--- config.mk ---
export PLATFORM = sky130hd
export DESIGN_NAME = gpio_port
export DESIGN_NICKNAME = d
export VERILOG_FILES = /design/src/hdl/gpio_port_pkg.sv /design/src/hdl/pin_driver.sv /design/src/hdl/gpio_port.sv
export VERILOG_INCLUDE_DIRS = /design/src /design/src/hdl
export SDC_FILE = /design/constraint.sdc
export NUM_CORES = 1
export LEC_CHECK = 0
export BUFFER_PORTS_ARGS = -buffer_cell sky130_fd_sc_hd__buf_2
export CAP_MARGIN = 10
export CORE_MARGIN = 2
export CORE_UTILIZATION = 50
export CTS_BUF_LIST = sky130_fd_sc_hd__clkbuf_4 sky130_fd_sc_hd__clkbuf_8
export CTS_CLUSTER_DIAMETER = 30
export DETAILED_ROUTE_END_ITERATION = 10
export PLACE_DENSITY = 0.87
export SYNTH_ARGS = -nofsm -noshare
export SYNTH_HDL_FRONTEND = slang
export SYNTH_SLANG_ARGS = --single-unit
--- constraint.sdc ---
create_clock -name core_clk -period 2.1 [get_ports core_clk]
set_clock_uncertainty 0.1 [all_clocks]
set_input_delay 0.21 -clock core_clk [delete_from_list [all_inputs] [get_ports core_clk]]
set_output_delay 0.21 -clock core_clk [all_outputs]
set_load 0.1 [all_outputs]
--- src/hdl/gpio_port_defines.svh ---
// Offsets, widths, reset values and codes of the five-pin port
`ifndef GPIO_PORT_DEFINES_SVH
`define GPIO_PORT_DEFINES_SVH

// ============================================================
// Register indices (byte addresses are four times these)
`define PIN_DATA_IDX 16'hf26e
`define PIN_DIRECTION_IDX 16'hf26f
`define DRIVE_CONFIG_LOW_IDX 16'hf270
`define DRIVE_CONFIG_HIGH_IDX 16'hf271
`define FUNCTION_SELECT_LOW_IDX 16'hf272
`define FUNCTION_SELECT_HIGH_IDX 16'hf273

// ============================================================
// Widths and reset values
`define PIN_COUNT 5
`define REG_WIDTH 8
`define REG_RESET 8'h00

// ============================================================
// Drive configuration codes {high bit, low bit}
`define DRIVE_HIZ 2'h0
`define DRIVE_PCH_OD 2'h1
`define DRIVE_NCH_OD 2'h2
`define DRIVE_CMOS 2'h3

// ============================================================
// Function select codes {high bit, low bit}
`define FUNC_PORT 2'h0
`define FUNC_SECONDARY 2'h1
`define FUNC_TERTIARY 2'h2
`define FUNC_QUARTIC 2'h3

`endif

--- src/hdl/gpio_port_pkg.sv ---
// Types shared by the five-pin port files
package gpio_port_pkg;

    // ============================================================
    // APB request from the bus
    typedef struct packed {
        logic psel;
        logic penable;
        logic pwrite;
        logic [31:0] paddr;
        logic [31:0] pwdata;
    } apb_req_type;

    // ============================================================
    // Per-pin drive state handed to the pad driver
    typedef struct packed {
        logic [4:0] out;
        logic [4:0] oe_n;
        logic [4:0] pull_up;
        logic [4:0] pull_down;
    } pad_drive_type;

    // Bus answer state
    typedef enum logic [1:0] {
        BUS_IDLE = 2'b01,
        BUS_DONE = 2'b10
    } bus_state_type;

endpackage

--- src/hdl/pin_driver.sv ---
// Per-pin drive resolution of the five-pin port
`timescale 1ns/100ps
`include "gpio_port_defines.svh"
module pin_driver
    import gpio_port_pkg::*;
#(
    parameter int PINS = `PIN_COUNT
)
(
    // Configuration
    input wire logic [PINS-1:0] dir,
    input wire logic [PINS-1:0] data,
    input wire logic [PINS-1:0] cfg_lo,
    input wire logic [PINS-1:0] cfg_hi,
    input wire logic [PINS-1:0] func_lo,
    input wire logic [PINS-1:0] func_hi,
    // Alternate function sources
    input wire logic pwm_out_a,
    input wire logic pwm_out_b,
    input wire logic uart_a_tx,
    input wire logic uart_b_tx,
    input wire logic serial_clock_out,
    input wire logic serial_clock_oe,
    input wire logic serial_data_out,
    // Resolved drive
    output wire pad_drive_type drive
);

    // ============================================================
    // Function availability per pin and code
    function automatic logic func_valid(input int pin, input logic [1:0] f);
        logic ok;
        ok = (f == `FUNC_PORT);
        case (pin)
            0, 1: ok = ok | (f == `FUNC_TERTIARY);
            2: ok = ok | (f == `FUNC_SECONDARY) | (f == `FUNC_TERTIARY);
            3: ok = 1'b1;
            4: ok = ok | (f == `FUNC_TERTIARY);
            default: ok = ok;
        endcase
        return ok;
    endfunction

    // ============================================================
    // Alternate output sources; input-only functions yield none
    wire logic [PINS-1:0] alt_val;
    wire logic [PINS-1:0] alt_drives;
    assign alt_val[0] = pwm_out_a;
    assign alt_val[1] = pwm_out_b;
    assign alt_val[2] = 1'b0;
    assign alt_val[3] = (func_hi[3] & func_lo[3]) ? uart_a_tx :
                        func_hi[3] ? serial_clock_out : uart_b_tx;
    assign alt_val[4] = serial_data_out;
    // Pin 2 carries inputs only; the serial clock may turn round
    assign alt_drives[0] = 1'b1;
    assign alt_drives[1] = 1'b1;
    assign alt_drives[2] = 1'b0;
    assign alt_drives[3] = !(func_hi[3] & !func_lo[3]) | serial_clock_oe;
    assign alt_drives[4] = 1'b1;

    // ============================================================
    // Per-pin resolution
    genvar i;
    generate
        for (i = 0; i < PINS; i++)
        begin : g_pin
            wire logic [1:0] cfg = {cfg_hi[i], cfg_lo[i]};
            wire logic [1:0] fn = {func_hi[i], func_lo[i]};
            wire logic bad = !func_valid(i, fn);
            wire logic is_port = (fn == `FUNC_PORT);
            // Unassigned function forces low; alternate replaces data
            wire logic val = bad ? 1'b0 :
                             is_port ? data[i] : alt_val[i];
            wire logic out_mode = !dir[i] & (is_port | bad | alt_drives[i]);
            // Open drain drives only the level it can pull
            wire logic en = out_mode &
                ((cfg == `DRIVE_CMOS) |
                 (cfg == `DRIVE_PCH_OD && val) |
                 (cfg == `DRIVE_NCH_OD && !val));
            assign drive.out[i] = val;
            assign drive.oe_n[i] = !en;
            assign drive.pull_down[i] = dir[i] & (cfg == `DRIVE_PCH_OD);
            assign drive.pull_up[i] = dir[i] & (cfg == `DRIVE_NCH_OD);
        end
    endgenerate

endmodule

--- src/hdl/gpio_port.sv ---
// Five-pin general-purpose port with APB register access
// ============================================================
// Behaviour
// - A direction bit of 0 makes its pin an output, 1 an input.
// - An output pin is driven to the level held in the data register.
// - Reading the data register gives the pin level for input pins.
// - Written data bits are kept and read back for output pins.
// - Output drive codes: 00 float, 01 P open drain, 10 N open drain, 11 push-pull.
// - Input codes: 00 float, 01 pull-down, 10 pull-up, 11 float.
// - Reset clears every register, leaving floating outputs on port function.
// - Five pins sit on bits 4 down to 0 of each register.
// - Pins 0,1 carry PWM, pins 2 to 4 UART and serial, pin 3 a second UART transmit.
// - Two select bits pick port, secondary, tertiary or quartic function.
// - An unassigned function ignores data: floats or holds low by drive type.
//
// Chosen here: the APB slave port.
`timescale 1ns/100ps
`include "gpio_port_defines.svh"
module gpio_port
    import gpio_port_pkg::*;
#(
    parameter int PINS = `PIN_COUNT
)
(
    // Clock, reset and enable
    input wire logic core_clk,
    input wire logic rst_n,
    input wire logic clk_en,
    // APB slave
    input wire logic psel,
    input wire logic penable,
    input wire logic pwrite,
    input wire logic [31:0] paddr,
    input wire logic [31:0] pwdata,
    output logic [31:0] prdata,
    output logic pready,
    output logic pslverr,
    // Pads
    input wire logic [PINS-1:0] pin_in,
    output logic [PINS-1:0] pin_out,
    output logic [PINS-1:0] pin_oe_n,
    output logic [PINS-1:0] pin_pull_up,
    output logic [PINS-1:0] pin_pull_down,
    // Alternate function sources
    input wire logic pwm_out_a,
    input wire logic pwm_out_b,
    input wire logic uart_a_tx,
    input wire logic uart_b_tx,
    input wire logic serial_clock_out,
    input wire logic serial_clock_oe,
    input wire logic serial_data_out,
    // Alternate function returns to the peripherals
    output logic uart_b_rx,
    output logic serial_data_in,
    output logic serial_clock_in
);

    // ============================================================
    // Register state
    logic [PINS-1:0] data_q;
    logic [PINS-1:0] dir_q;
    logic [PINS-1:0] cfg_lo_q;
    logic [PINS-1:0] cfg_hi_q;
    logic [PINS-1:0] func_lo_q;
    logic [PINS-1:0] func_hi_q;
    logic [31:0] prdata_q;
    logic pready_q;
    logic pslverr_q;
    logic [PINS-1:0] pin_out_q;
    logic [PINS-1:0] pin_oe_n_q;
    logic [PINS-1:0] pull_up_q;
    logic [PINS-1:0] pull_down_q;
    logic uart_b_rx_q;
    logic serial_data_in_q;
    logic serial_clock_in_q;
    bus_state_type bus_q;
    bus_state_type bus_d;
    apb_req_type req;
    pad_drive_type drive;

    // ============================================================
    // Address decode helpers
    function automatic logic hit(input logic [31:0] a, input logic [15:0] idx);
        return a == {14'h0000, idx, 2'b00};
    endfunction

    function automatic logic [31:0] widen(input logic [PINS-1:0] v);
        return {{(32-PINS){1'b0}}, v};
    endfunction

    assign req = '{psel: psel, penable: penable, pwrite: pwrite,
                   paddr: paddr, pwdata: pwdata};

    // Decode; one access per transfer, answered one cycle into the access phase
    wire logic access = req.psel & req.penable & (bus_q == BUS_IDLE);
    wire logic sel_data = hit(req.paddr, `PIN_DATA_IDX);
    wire logic sel_dir = hit(req.paddr, `PIN_DIRECTION_IDX);
    wire logic sel_cfg_lo = hit(req.paddr, `DRIVE_CONFIG_LOW_IDX);
    wire logic sel_cfg_hi = hit(req.paddr, `DRIVE_CONFIG_HIGH_IDX);
    wire logic sel_fn_lo = hit(req.paddr, `FUNCTION_SELECT_LOW_IDX);
    wire logic sel_fn_hi = hit(req.paddr, `FUNCTION_SELECT_HIGH_IDX);
    wire logic mapped = sel_data | sel_dir | sel_cfg_lo | sel_cfg_hi |
                        sel_fn_lo | sel_fn_hi;
    wire logic wr = access & req.pwrite;
    wire logic [PINS-1:0] wbits = req.pwdata[PINS-1:0];

    // Data read mixes stored bits for outputs and pin levels for inputs
    wire logic [PINS-1:0] data_view = (dir_q & pin_in) |
                                      (~dir_q & data_q);
    wire logic [31:0] rd_mux =
        sel_data ? widen(data_view) :
        sel_dir ? widen(dir_q) :
        sel_cfg_lo ? widen(cfg_lo_q) :
        sel_cfg_hi ? widen(cfg_hi_q) :
        sel_fn_lo ? widen(func_lo_q) :
        sel_fn_hi ? widen(func_hi_q) : 32'h0000_0000;

    // Bus state: a done cycle lets penable fall before the next access
    always_comb
    begin
        case (bus_q)
            BUS_IDLE: bus_d = access ? BUS_DONE : BUS_IDLE;
            BUS_DONE: bus_d = BUS_IDLE;
            default: bus_d = BUS_IDLE;
        endcase
    end

    // ============================================================
    // Bus answer flops
    always_ff @(posedge core_clk)
    begin
        if (!rst_n)
        begin
            bus_q <= BUS_IDLE;
            pready_q <= 1'b0;
            pslverr_q <= 1'b0;
            prdata_q <= 32'h0000_0000;
        end
        else if (clk_en)
        begin
            bus_q <= bus_d;
            pready_q <= access;
            pslverr_q <= access & !mapped;
            prdata_q <= (access & !req.pwrite) ? rd_mux : 32'h0000_0000;
        end
    end

    // ============================================================
    // Configuration registers; reset leaves floating port outputs
    always_ff @(posedge core_clk)
    begin
        if (!rst_n)
        begin
            data_q <= PINS'(`REG_RESET);
            dir_q <= PINS'(`REG_RESET);
            cfg_lo_q <= PINS'(`REG_RESET);
            cfg_hi_q <= PINS'(`REG_RESET);
            func_lo_q <= PINS'(`REG_RESET);
            func_hi_q <= PINS'(`REG_RESET);
        end
        else if (clk_en)
        begin
            if (wr & sel_data)
                data_q <= wbits;
            if (wr & sel_dir)
                dir_q <= wbits;
            if (wr & sel_cfg_lo)
                cfg_lo_q <= wbits;
            if (wr & sel_cfg_hi)
                cfg_hi_q <= wbits;
            if (wr & sel_fn_lo)
                func_lo_q <= wbits;
            if (wr & sel_fn_hi)
                func_hi_q <= wbits;
        end
    end

    // ============================================================
    // Pin drive resolution
    pin_driver #(
        .PINS(PINS)
    ) u_pin_driver (
        .dir(dir_q),
        .data(data_q),
        .cfg_lo(cfg_lo_q),
        .cfg_hi(cfg_hi_q),
        .func_lo(func_lo_q),
        .func_hi(func_hi_q),
        .pwm_out_a(pwm_out_a),
        .pwm_out_b(pwm_out_b),
        .uart_a_tx(uart_a_tx),
        .uart_b_tx(uart_b_tx),
        .serial_clock_out(serial_clock_out),
        .serial_clock_oe(serial_clock_oe),
        .serial_data_out(serial_data_out),
        .drive(drive)
    );

    // Input routing to peripherals, gated by the function select
    wire logic [1:0] fn2 = {func_hi_q[2], func_lo_q[2]};
    wire logic [1:0] fn3 = {func_hi_q[3], func_lo_q[3]};
    wire logic rx_sel = (fn2 == `FUNC_SECONDARY);
    wire logic sin_sel = (fn2 == `FUNC_TERTIARY);
    wire logic sck_sel = (fn3 == `FUNC_TERTIARY);

    // ============================================================
    // Registered pad outputs; one cycle of latency keeps outputs glitch free
    always_ff @(posedge core_clk)
    begin
        if (!rst_n)
        begin
            pin_out_q <= '0;
            pin_oe_n_q <= '1; // Floating after reset
            pull_up_q <= '0;
            pull_down_q <= '0;
            uart_b_rx_q <= 1'b1; // Idle line level
            serial_data_in_q <= 1'b0;
            serial_clock_in_q <= 1'b0;
        end
        else if (clk_en)
        begin
            pin_out_q <= drive.out;
            pin_oe_n_q <= drive.oe_n;
            pull_up_q <= drive.pull_up;
            pull_down_q <= drive.pull_down;
            uart_b_rx_q <= rx_sel ? pin_in[2] : 1'b1;
            serial_data_in_q <= sin_sel ? pin_in[2] : 1'b0;
            serial_clock_in_q <= sck_sel ? pin_in[3] : 1'b0;
        end
    end

    // ============================================================
    // Output assignments
    assign prdata = prdata_q;
    assign pready = pready_q;
    assign pslverr = pslverr_q;
    assign pin_out = pin_out_q;
    assign pin_oe_n = pin_oe_n_q;
    assign pin_pull_up = pull_up_q;
    assign pin_pull_down = pull_down_q;
    assign uart_b_rx = uart_b_rx_q;
    assign serial_data_in = serial_data_in_q;
    assign serial_clock_in = serial_clock_in_q;

endmodule

==> qor.tcl <==
set qor(dpl_worst_slack_ps) -43.7
set qor(final_hpwl_dp_um) 6270
set qor(syn_inst) 352
set qor(post_cts.repair.setup_buffers) 0
set qor(total_leakage_power_nw) 1.64
set qor(drive_above_1_share) 0.319
set qor(drt-vias-per-instance) 5.46
set qor(post_cts_resized) 0
set qor(area_growth_pct) 22.5
set qor(syn_avg_cell_area_um2) 9.40
set qor(synthTopCellsByArea) {dfxtp_1, mux2i_1, buf_4}
set qor(clock-sinks) 61
set qor(startpoint_type) {register}
set qor(first_global_vias) 2807
set qor(ios) 139
set qor(clock-root-buffer) {clkbuf_8}
set qor(post-route-period-util) 0.925
set qor(cts_hold_repair.buffers) 0
set qor(final_common_cell) {buf_2}
set qor(worst_hold_path_type) {input pin to register}
set qor(die-area_um2) 7280
set qor(drt_pass1_iterations) 4
set qor(most_used_flip_flop_cell_after_synthesis) {dfxtp_1}
set qor(n_antenna_cell) 0
set qor(synth_async_sr_flop_share) 0
set qor(crit_required_ps) 2270
set qor(aggregate_routed_wire_length_um) 8750
set qor(first_iter_violations) 197
set qor(final_net_count) 539
set qor(powerDensity_nw_per_um2) 683
set qor(crit_path_end_kind) {register}
set qor(drt-wirelength-per-cell_um) 16.4
set qor(hold_violations) 0
set qor(yosysTopAreaCellShare) 0.369
set qor(critPathArrivalTime_ps) 2110
set qor(tritoncts) {done}
set qor(synth.lib_cells_used.distinct) 44
set qor(cts.path.max_buffers) 2
set qor(die_h_um) 85.3
set qor(routabilityCongestion) 0.871
set qor(result_of_the_run) {finished, final reports clean}
set qor(grt_setup_unrepaired) {false}
set qor(synth.cell_area_um2) 3310
set qor(sequential_element_share_of_the_synthesized_area) 0.369
set qor(criticalPathCategory) {register to register}
set qor(input_output_buffers) 84
set qor(tritoncts.num_buffers) 9
set qor(synth-edff-count) 0
set qor(placementRows) 29
set qor(instances_no_fill) 535
set qor(grt_antenna_before_repair) 0
set qor(cap_viol_max_count) 0
set qor(critical_path.max_fanout) 5
set qor(start_util) 0.518
set qor(ir_drop_v) 0.000531
set qor(grt_pass1_wl_um) 13900
set qor(report.final.slew_viol_count) 0
set qor(ys.warnings.count) 0
set qor(timing.final.ws_setup_ps) 158
set qor(number_of_fill_cells) 558
set qor(layout_min_cycle_time_ps) 1940
set qor(ys_seq_elements) 61
set qor(drc) 0
set qor(yosys.area.top_type) {dfxtp_1}
set qor(routed-via-count) 2920
set qor(dp.cells) 519
set qor(ff2ff_setup_slack_ps) 160
set qor(grt_start_max_net_pins) 50
set qor(slew-limit-headroom) 0.631
set qor(worst-slew-pin-transition_ps) 553
set qor(setup_viol) 0
set qor(die_w_um) 85.3
set qor(total_power_w) 0.00277
set qor(core_region_area_um2) 6390
set qor(cts_htree_levels) 3
set qor(hold_ws_ps) 80.4
set qor(setup-tns-final_ps) 0
set qor(most-common-layout-cells) {buf_2, dfxtp_1, mux2i_1}
set qor(clkLatencyLatePin_ps) 340
set qor(fmaxAchievable_mhz) 515
set qor(global_route.overflow_total) 0
set qor(ant_nets) 0
set qor(clock_input_transition_at_the_sequential_cells_of_the_worst_setup_and_hold_paths_ps) 70
set qor(gr-usage-all-layers) 0.243
[layout make-up]
| cell class | count | area, µm² | share of cell area |
|---|---|---|---|
| inverter | 4 | 15.0 | 0.00371 |
| sequential | 61 | 1220 | 0.302 |
| tap | 77 | 96.3 | 0.0238 |
| multi-input combinational | 270 | 1900 | 0.468 |
| clock inverter | 4 | 70.1 | 0.0173 |
| clock buffer | 12 | 159 | 0.0392 |
| timing repair buffer | 107 | 593 | 0.146 |
[worst paths after layout]
path	startpoint	endpoint	cells past startpoint
worst max register to register	bus_q[1]	prdata[4]	6
worst min register to register	pin_pull_down[2]	pin_pull_down[2]	2
worst min-delay path	pin_in[2]	serial_data_in	3
worst max-delay path	bus_q[1]	prdata[4]	6
[metal layers]
metal,up-vias,routed length [µm],track usage,part of all wire
li1,1414,-,-,-
met1,1369,3650,0.318,0.42
met2,124,4320,0.405,0.49
met3,13,650,0.0389,0.074
met4,0,135,0.0895,0.015
met5,-,0,0,0
[Yosys cell counts, drive strengths merged (2+ instances only)]
cell,instances
a21oi,21
a2bb2oi,4
a31oi,2
and4b,3
and4bb,3
buf,34
clkbuf,9
dfxtp,61
ha,4
inv,4
mux2,5
mux2i,51
nand2,43
nand2b,21
nand3,5
nand4,2
nand4b,11
nor2,16
nor3b,4
nor4,8
nor4b,4
o2111ai,4
o21ai,13
or3b,4
or4,5
[worst max-delay path: stages (launching register included)]
cell	delay, ps
dfxtp_2	320
and4b_1	270
nand2_1	130
nor4_1	320
buf_4	170
or4b_1	420
a21oi_1	130
[power by group]
part	switching [W]	internal (W)	total, W
clock	0.000464	0.000743	0.00121
combinational	0.000326	0.0000742	0.000400
sequential	0.00000166	0.00116	0.00116
total	0.000792	0.00198	0.00277
[logic make-up after synthesis]
logic type,after synthesis,share of synthesized area
adder cells (fa/ha/maj),4,0.0151
AO/OA/AOI/OAI,47,0.0832
multiplexers,57,0.178
other,1,0.00113
flip-flops,61,0.369
AND/OR/NAND/NOR,135,0.266
buffers and inverters,47,0.0874
[per-stage QoR]
stage / utilization / cell area, µm²
after global placement: 0.599 / 3820
after CTS: 0.634 / 4050
after floorplan: - / 3410
final: 0.634 / 4050
after detailed placement: 0.599 / 3820
after global routing: 0.634 / 4050
(Power assumes the default switching activity.)
